===== config.mk =====
export PLATFORM = sky130hd
export DESIGN_NAME = txc_tx_config
export DESIGN_NICKNAME = d
export VERILOG_FILES = /design/src/include/txc_pkg.sv /design/src/verilog/txc_cfg_reg.sv /design/src/verilog/txc_tx_config.sv
export VERILOG_INCLUDE_DIRS = /design/src /design/src/include
export SDC_FILE = /design/constraint.sdc
export NUM_CORES = 1
export LEC_CHECK = 0
export ABC_AREA = 0
export BUFFER_PORTS_ARGS = -buffer_cell sky130_fd_sc_hd__buf_2
export CELL_PAD_IN_SITES_DETAIL_PLACEMENT = 0
export CELL_PAD_IN_SITES_GLOBAL_PLACEMENT = 1
export CORE_ASPECT_RATIO = 1.4
export CORE_MARGIN = 8
export CORE_UTILIZATION = 35
export DETAILED_ROUTE_END_ITERATION = 10
export PLACE_DENSITY = 0.75
export SLEW_MARGIN = 10
export SYNTH_ARGS = -nofsm -noshare
export SYNTH_HDL_FRONTEND = slang
export SYNTH_SLANG_ARGS = --single-unit

===== constraint.sdc =====
create_clock -name clk -period 3.9 [get_ports clk]
set_input_delay 0.39 -clock clk [delete_from_list [all_inputs] [get_ports clk]]
set_output_delay 0.39 -clock clk [all_outputs]
set_load 0.03 [all_outputs]

===== src/include/txc_defs.svh =====
`ifndef TXC_DEFS_SVH
`define TXC_DEFS_SVH

// Register port widths
`define TXC_ADDR_W 6
`define TXC_DATA_W 8
`define TXC_NUM_REGS 6

// Register indices on the management port
`define TXC_IDX_GAIN 6'h0B
`define TXC_IDX_MOD 6'h0C
`define TXC_IDX_OUTM 6'h0D
`define TXC_IDX_XPT 6'h0E
`define TXC_IDX_BIASH 6'h0F
`define TXC_IDX_BIASL 6'h10

// Reset value and write masks
`define TXC_RESET_VAL 8'h00
`define TXC_FULL_MASK 8'hFF
`define TXC_BIASL_MASK 8'h03
`define TXC_READ_NONE 8'h00

// Gain-shaping register fields
`define TXC_AMP_RNG_BIT 7
`define TXC_PK_BIT 6
`define TXC_TC_HI_BIT 5
`define TXC_TC_LO_BIT 4
`define TXC_EQ_MSB 3
`define TXC_EQ_LSB 0

// Output-mode register fields
`define TXC_LEG_BIT 7
`define TXC_SE_BIT 6
`define TXC_DLY_BIT 5
`define TXC_SLOW_BIT 4
`define TXC_DE_MSB 3
`define TXC_DE_LSB 0

// Cross-point register fields
`define TXC_XDIR_BIT 7
`define TXC_XMAG_MSB 6
`define TXC_XMAG_LSB 0

// Bias code layout
`define TXC_BIAS_W 10
`define TXC_BIASL_MSB 1
`define TXC_BIASL_LSB 0

// Photodiode range codes
`define TXC_PD_RNG_FINE 2'h0
`define TXC_PD_RNG_MID 2'h1

// Bias current per code in nA: 750, 1500, 3000, open loop 156000
`define TXC_LSB_NA_W 18
`define TXC_PD_LSB_NA_FINE 18'h002EE
`define TXC_PD_LSB_NA_MID 18'h005DC
`define TXC_PD_LSB_NA_COARSE 18'h00BB8
`define TXC_OL_LSB_NA 18'h26160

// Modulation swing per code in uVpp: 9500
`define TXC_SWING_W 22
`define TXC_MOD_STEP_UVPP 22'h00251C

`endif


===== src/include/txc_pkg.sv =====
`include "txc_defs.svh"

package txc_pkg;

    typedef logic [`TXC_DATA_W-1:0] txc_byte_t;

    typedef logic [`TXC_ADDR_W-1:0] txc_addr_t;

    typedef enum logic [`TXC_ADDR_W-1:0] {
        txc_reg_gain = `TXC_IDX_GAIN,
        txc_reg_mod = `TXC_IDX_MOD,
        txc_reg_outm = `TXC_IDX_OUTM,
        txc_reg_xpt = `TXC_IDX_XPT,
        txc_reg_biash = `TXC_IDX_BIASH,
        txc_reg_biasl = `TXC_IDX_BIASL
    } txc_reg_t;

endpackage : txc_pkg


===== src/verilog/txc_cfg_reg.sv =====
`timescale 1ns/1ps
`include "txc_defs.svh"

module txc_cfg_reg #(
    parameter txc_pkg::txc_byte_t WRITE_MASK = `TXC_FULL_MASK
) (
    input wire logic clk,
    input wire logic reset,
    input wire logic wr_en,
    input wire txc_pkg::txc_byte_t wdata,
    output txc_pkg::txc_byte_t value_q
);

    // Unimplemented bits never store, so they always read zero
    always_ff @(posedge clk or posedge reset) begin
        if (reset) begin
            value_q <= `TXC_RESET_VAL;
        end else if (wr_en) begin
            value_q <= wdata & WRITE_MASK;
        end
    end

endmodule : txc_cfg_reg


===== src/verilog/txc_tx_config.sv =====
`timescale 1ns/1ps
`include "txc_defs.svh"

// Behaviour
// - Gain bit 7: one half amplitude range, zero full range.
// - Gain bit 6: one wide peaking, zero narrow peaking.
// - Gain bits 5:4 are the temperature compensation code, 5 high.
// - Gain bits 3:0 are input equalizer strength, 0000 weakest.
// - Modulation byte sets output swing, about 9.5 mVpp per step.
// - Output-mode bit 7 picks the live leg in single-ended mode.
// - Output-mode bit 6: one single-ended, zero differential.
// - Output-mode bit 5 delayed de-emphasis; bits 3:0 its strength.
// - Cross-point bit 7 direction; bits 6:0 shift size.
// - Bias code is ten bits; bias-high holds the upper eight.
// - Closed loop: photodiode range scales bias 0.75, 1.5 or 3 uA.
// - Open loop: about 156 uA of bias per code step.
// - All fields read and write, and reset to zero.
// - Bias low bits sit in bits 1:0 of the next register.
module txc_tx_config (
    input wire logic clk,
    input wire logic reset,
    input wire logic reg_wr_en,
    input wire logic reg_rd_en,
    input wire txc_pkg::txc_addr_t reg_addr,
    input wire txc_pkg::txc_byte_t reg_wdata,
    input wire logic closed_loop_en,
    input wire logic [1:0] photodiode_range_sel,
    output txc_pkg::txc_byte_t reg_rdata,
    output logic reg_rd_valid,
    output logic amp_half_range_sel,
    output logic peaking_width_sel,
    output logic temp_comp_sel_hi,
    output logic temp_comp_sel_lo,
    output logic [3:0] input_eq_strength,
    output logic [7:0] modulation_level_code,
    output logic single_leg_select,
    output logic single_ended_sel,
    output logic delayed_deemph_sel,
    output logic slow_edge_sel,
    output logic [3:0] deemph_strength,
    output logic crosspoint_direction,
    output logic [6:0] crosspoint_magnitude,
    output logic [`TXC_BIAS_W-1:0] bias_code,
    output logic positive_output_leg,
    output logic negative_output_leg,
    output logic [`TXC_SWING_W-1:0] mod_swing_uvpp,
    output logic [`TXC_LSB_NA_W-1:0] bias_lsb_na
);

    localparam int NUM_REGS = `TXC_NUM_REGS;

    txc_pkg::txc_byte_t reg_q [NUM_REGS];
    logic [NUM_REGS-1:0] wr_hit;
    txc_pkg::txc_byte_t rdata_q;
    txc_pkg::txc_byte_t rdata_d;
    logic rd_valid_q;
    logic pos_leg_q;
    logic neg_leg_q;
    txc_pkg::txc_byte_t outm_d;
    logic [`TXC_SWING_W-1:0] swing_q;
    logic [`TXC_SWING_W-1:0] swing_d;
    logic [`TXC_LSB_NA_W-1:0] lsb_na_q;
    logic [`TXC_LSB_NA_W-1:0] lsb_na_d;

    // Address decode shared by the write strobes and the read mux
    function automatic logic txc_hit(
        input txc_pkg::txc_addr_t addr,
        input txc_pkg::txc_reg_t which
    );
        txc_hit = (addr == txc_pkg::txc_addr_t'(which));
    endfunction : txc_hit

    function automatic txc_pkg::txc_reg_t txc_slot(input int idx);
        txc_slot = txc_pkg::txc_reg_t'(`TXC_IDX_GAIN + idx[`TXC_ADDR_W-1:0]);
    endfunction : txc_slot

    genvar gi;
    generate
        for (gi = 0; gi < NUM_REGS; gi++) begin : g_reg
            localparam txc_pkg::txc_byte_t MASK =
                (gi == NUM_REGS - 1) ? `TXC_BIASL_MASK : `TXC_FULL_MASK;

            assign wr_hit[gi] = reg_wr_en && txc_hit(reg_addr, txc_slot(gi));

            // Every field stores on write and resets to zero
            txc_cfg_reg #(
                .WRITE_MASK(MASK)
            ) u_reg (
                .clk(clk),
                .reset(reset),
                .wr_en(wr_hit[gi]),
                .wdata(reg_wdata),
                .value_q(reg_q[gi])
            );
        end
    endgenerate

    // Raw fields come straight from the register flops
    assign amp_half_range_sel = reg_q[0][`TXC_AMP_RNG_BIT];
    assign peaking_width_sel = reg_q[0][`TXC_PK_BIT];
    assign temp_comp_sel_hi = reg_q[0][`TXC_TC_HI_BIT];
    assign temp_comp_sel_lo = reg_q[0][`TXC_TC_LO_BIT];
    assign input_eq_strength = reg_q[0][`TXC_EQ_MSB:`TXC_EQ_LSB];
    assign modulation_level_code = reg_q[1];
    assign single_leg_select = reg_q[2][`TXC_LEG_BIT];
    assign single_ended_sel = reg_q[2][`TXC_SE_BIT];
    assign delayed_deemph_sel = reg_q[2][`TXC_DLY_BIT];
    assign slow_edge_sel = reg_q[2][`TXC_SLOW_BIT];
    assign deemph_strength = reg_q[2][`TXC_DE_MSB:`TXC_DE_LSB];
    assign crosspoint_direction = reg_q[3][`TXC_XDIR_BIT];
    assign crosspoint_magnitude = reg_q[3][`TXC_XMAG_MSB:`TXC_XMAG_LSB];
    assign bias_code = {reg_q[4],
        reg_q[5][`TXC_BIASL_MSB:`TXC_BIASL_LSB]};

    // Leg enables track the mode register's next value, so they move
    // on the same edge as the raw fields instead of one cycle later
    always_comb begin
        outm_d = wr_hit[2] ? reg_wdata : reg_q[2];
    end

    always_ff @(posedge clk or posedge reset) begin
        if (reset) begin
            pos_leg_q <= 1'b1;
            neg_leg_q <= 1'b1;
        end else begin
            pos_leg_q <= !outm_d[`TXC_SE_BIT] ||
                !outm_d[`TXC_LEG_BIT];
            neg_leg_q <= !outm_d[`TXC_SE_BIT] ||
                outm_d[`TXC_LEG_BIT];
        end
    end

    // Nominal swing estimate for monitoring; analog trim is not modelled
    always_comb begin
        swing_d = `TXC_MOD_STEP_UVPP * (wr_hit[1] ? {14'h0000, reg_wdata}
            : {14'h0000, reg_q[1]});
    end

    always_ff @(posedge clk or posedge reset) begin
        if (reset) begin
            swing_q <= '0;
        end else begin
            swing_q <= swing_d;
        end
    end

    // Bias current per code; the coupling ratio is applied outside
    always_comb begin
        if (!closed_loop_en) begin
            lsb_na_d = `TXC_OL_LSB_NA;
        end else if (photodiode_range_sel == `TXC_PD_RNG_FINE) begin
            lsb_na_d = `TXC_PD_LSB_NA_FINE;
        end else if (photodiode_range_sel == `TXC_PD_RNG_MID) begin
            lsb_na_d = `TXC_PD_LSB_NA_MID;
        end else begin
            lsb_na_d = `TXC_PD_LSB_NA_COARSE;
        end
    end

    always_ff @(posedge clk or posedge reset) begin
        if (reset) begin
            lsb_na_q <= `TXC_OL_LSB_NA;
        end else begin
            lsb_na_q <= lsb_na_d;
        end
    end

    // Read mux; unmapped indices read zero
    always_comb begin
        rdata_d = `TXC_READ_NONE;
        for (int i = 0; i < NUM_REGS; i++) begin
            if (txc_hit(reg_addr, txc_slot(i))) begin
                rdata_d = reg_q[i];
            end
        end
    end

    // A read in the cycle of a write returns the value before the write
    always_ff @(posedge clk or posedge reset) begin
        if (reset) begin
            rdata_q <= `TXC_READ_NONE;
            rd_valid_q <= 1'b0;
        end else begin
            rd_valid_q <= reg_rd_en;
            if (reg_rd_en) begin
                rdata_q <= rdata_d;
            end
        end
    end

    assign reg_rdata = rdata_q;
    assign reg_rd_valid = rd_valid_q;
    assign positive_output_leg = pos_leg_q;
    assign negative_output_leg = neg_leg_q;
    assign mod_swing_uvpp = swing_q;
    assign bias_lsb_na = lsb_na_q;

    logic wr_gain;
    logic wr_outm;
    assign wr_gain = reg_wr_en && reg_addr == `TXC_IDX_GAIN;
    assign wr_outm = reg_wr_en && reg_addr == `TXC_IDX_OUTM;
endmodule : txc_tx_config

==> flow_summary_export.csv <==
group,metric,value,unit
run_status,status,"finished with violations",
run_status,violations_in_the_final_reports,"negative setup slack",
worst_setup_path,reg2reg_setup_slack,0.03,ns
route,via_count,3901,
worst_setup_path,criticalPathCategory,"in -> reg",
timing,slew_headroom,0.435,
route,drtIter0Drc,194,
clock_network,hold_buffers,0,
clock_network,cts-buffers-inserted,9,
logic_synthesis,synth_sequential_area_ratio,0.414,
worst_setup_path,timing.reg2reg.worst_path_depth,14,
timing,final_period_minus_worst_setup_slack,4.20,ns
route,vias_per_cell,4.91,
clock_network,clk_root_buffer_cell,"clkbuf_16",
floorplanning,row_count,52,
timing,final.period_utilization,1.08,
final_layout,num-fill-cells,1339,
worst_setup_path,path_buf_inv,2,
final_layout,final_cell_count_no_fill,794,
logic_synthesis,synth.yosys.warnings,0,
grt,grt_antenna_before_repair,0,
logic_synthesis,avgSynthCellArea,12.0,µm²
power,worst_ir_drop_vdd,0.000192,V
route,finalWirelength,13700,µm
placed_design,post-place-cells,770,
worst_setup_path,reg2reg_to,"mod_swing_uvpp[20]",
route,final_antenna_net_count,0,
worst_setup_path,cp_data_required_time,4.13,ns
timing,final_critical_path_setup_slack,-0.300,ns
clock_network,cts-root-to-sink-buffers,2,
worst_setup_path,setup.worst_path.end,"mod_swing_uvpp[20]",
worst_setup_path,setup.worst_path.start,"reg_addr[5]",
timing,hold_viol,0,
worst_setup_path,end_kind,"flop",
worst_setup_path,timing.critical_path.fanout_max,4,
timing,final-max-slew-violation-count,0,
flow_run,cap_violations,0,
grt,grt_start_max_net_pins,49,
final_layout,drive_above_1_share,0.507,
final_layout,n_antenna_cell,0,
logic_synthesis,synth_top_cell_area_share,0.383,
worst_setup_path,worst_r2r_startpoint,"g_reg[1].u_reg.value_q[7]",
timing,max_freq,238,MHz
worst_setup_path,cp_data_arrival_time,4.43,ns
clock_network,worstSkewPairLatency,0.34,ns
grt,grt_pass1_vias,4244,
floorplanning,floorplan.initialDensity,0.355,
floorplanning,die_w,118,µm
grt,grt_first_pass_wirelength,21800,µm
clock_network,htree_num_levels,3,
placed_design,gp_congestion,0.835,
clock_network,tritoncts,"done",
placed_design,placed_area,6330,µm²
grt,global_route.usage.total,0.144,
worst_setup_path,crit_path_top_delay_cell,"fa_2",
grt,grt_overflow_total,0,
worst_hold_path,min-delay-path-class,"in -> reg",
route,drt-pass1-iter-count,5,
worst_setup_path,cp_depth,18,
final_layout,area.growth.synth_to_final,34.7,%
clock_network,clk_transition_reported_paths,0.07,ns
final_layout,total_number_of_nets_in_the_final_design,690,
timing,worstMarginPinSlew,0.846,ns
timing,hold_slack,0.182,ns
route,detail_route.drc_violations,0,
timing,grt_setup_unrepaired,"true",
power,leakage,3.73,nW
final_layout,postLayoutCellArea,6870,µm²
worst_setup_path,worst_path_most_repeated_cell,"ha_4",
placed_design,dp_worst_setup_slack,-0.858,ns
logic_synthesis,synth_edf_count,0,
worst_setup_path,worst_path_largest_cell_delay,0.54,ns
power,pwr_density,523,nW/µm²
logic_synthesis,post_synth_instance_area,5100,µm²
floorplanning,num_io_pins,114,
timing,clock_skew,0.00500,ns
worst_setup_path,crit_path_cell_trace,"buf_6 -> and4bb_1 -> and2_4 -> nand2_8 -> mux2_4 -> ha_4 -> inv_4 -> ha_4 -> or2_4 -> fa_2 -> fa_2 -> ha_4 -> ha_4 -> nor3_4 -> nor2_4 -> o211a_1 -> a221o_1 -> a211o_1",
logic_synthesis,ys_flop_type,"dfrtp_1",
placed_design,numPortBuffers,107,
logic_synthesis,synth_top_cells_by_area,"dfrtp_1 (38%), ha_1 (14%), mux2_2 (9.1%), fa_1 (4.7%), mux2_4 (4.7%)",
power,p_total,3.59,mW
worst_setup_path,cpLargestDelayFamily,"adder cells",
clock_network,clock_sink_count,84,
floorplanning,floorplan.die_area,18700,µm²
floorplanning,design.core.area,14400,µm²
route,post_drt_wl_per_cell,17.2,µm
logic_synthesis,ys_seq_elements,84,
logic_synthesis,fraction_of_synthesis_flops_using_an_asynchronous_set_or_reset_pin,1.00,
logic_synthesis,yosysUniqueCellTypes,65,
floorplanning,die_height,159,µm
logic_synthesis,synthCells,426,
timing,final_setup_fails,10,
placed_design,post-dp-hpwl,10400,µm
worst_setup_path,start_kind,"input pin",
logic_synthesis,yosysTopAreaCell,"dfrtp_1",
## metal layers
metal | vias to the layer above | share of wire | track usage | wire [µm]
li1 | 1847 | - | - | -
met1 | 1936 | 0.39 | 0.150 | 5280
met2 | 102 | 0.55 | 0.267 | 7460
met3 | 16 | 0.046 | 0.0337 | 631
met4 | 0 | 0.022 | 0.0660 | 302
met5 | - | 0 | 0 | 0
## layout make-up
class | count | area, µm² | share of cell area
Multi-Input combinational cell | 282 | 2960 | 0.431
Sequential cell | 84 | 2110 | 0.307
Timing Repair Buffer | 179 | 1100 | 0.161
Tap cell | 189 | 236 | 0.0344
Clock buffer | 9 | 225 | 0.0328
Inverter | 44 | 169 | 0.0246
Clock inverter | 7 | 65.1 | 0.00947
## cell families (layout without fill, tap and decap cells)
group           after synthesis  after routing  synth area share
compound gates               71             71             0.102
xor+xnor                     10             10            0.0172
fa+ha+maj                    69             69             0.187
buf+inv                      65            239            0.0608
flops                        84             84             0.414
mux                          59             59             0.142
other cells                   1              6          0.000735
simple gates                 67             67            0.0773
## timing repair
action	CTS	global route
pin swaps	16	20
resized for setup	19	20
endpoints found under the setup margin	11	12
hold endpoints to repair	0	0
setup buffers	4	4
## placed cells by master, fill, tap and decap left out, types with 11 or more instances in the layout
cell type    n
nand2_1     11
a22oi_1     11
buf_2      105
mux2_4      18
mux2_2      40
buf_4       68
ha_1        47
nor2_1      19
dfrtp_1     78
inv_1       41
## Yosys cell counts (2+ instances only)
cell type,instances
dfrtp_1,78
ha_1,57
inv_1,44
mux2_2,41
nor2_1,21
mux2_4,16
buf_4,13
fa_1,12
a21oi_1,11
a22oi_1,11
nand2_1,11
a31oi_1,10
o21ai_0,7
dfstp_2,6
a21o_1,5
nor3_1,5
xnor2_1,5
xor2_1,5
clkbuf_1,4
o21a_1,4
nor2b_1,3
o211ai_1,3
a211o_1,2
a221oi_1,2
a222oi_1,2
and2_1,2
and3b_1,2
buf_2,2
buf_6,2
nand2_2,2
nand3_1,2
nor3b_1,2
or2_2,2
## per-stage QoR
step            util  TNS (ns)
6_report       0.478     -2.12
5_1_grt        0.478     -3.14
4_1_cts        0.468     -2.33
3_5_place_dp   0.440     -8.62
2_1_floorplan      -     -5.81
3_3_place_gp   0.440     -7.87
## worst min path at each step
stage	cells past startpoint	slack, ns	endpoint	startpoint
CTS	1	0.17	bias_lsb_na[7]	closed_loop_en
floorplan	0	0.42	bias_lsb_na[7]	closed_loop_en
global placement	1	0.49	reg_rdata[6]	reg_rdata[6]
detailed placement	1	0.50	reg_rdata[6]	reg_rdata[6]
global route	1	0.17	bias_lsb_na[7]	closed_loop_en
finish	1	0.18	bias_lsb_na[7]	closed_loop_en
## flip-flops by register name (all words and copies together), names as in the netlist
name	cells
negative_output_leg	1
reg_rd_valid	1
reg_rdata	8
bias_lsb_na	11
g.u_reg.value_q	42
positive_output_leg	1
mod_swing_uvpp	20
## power breakdown
| group | switching, mW | internal [mW] |
|---|---|---|
| clock network | 0.392 | 0.449 |
| logic | 0.931 | 0.715 |
| registers | 0.0809 | 1.03 |
| total | 1.40 | 2.19 |
(Power assumes the default switching activity.)
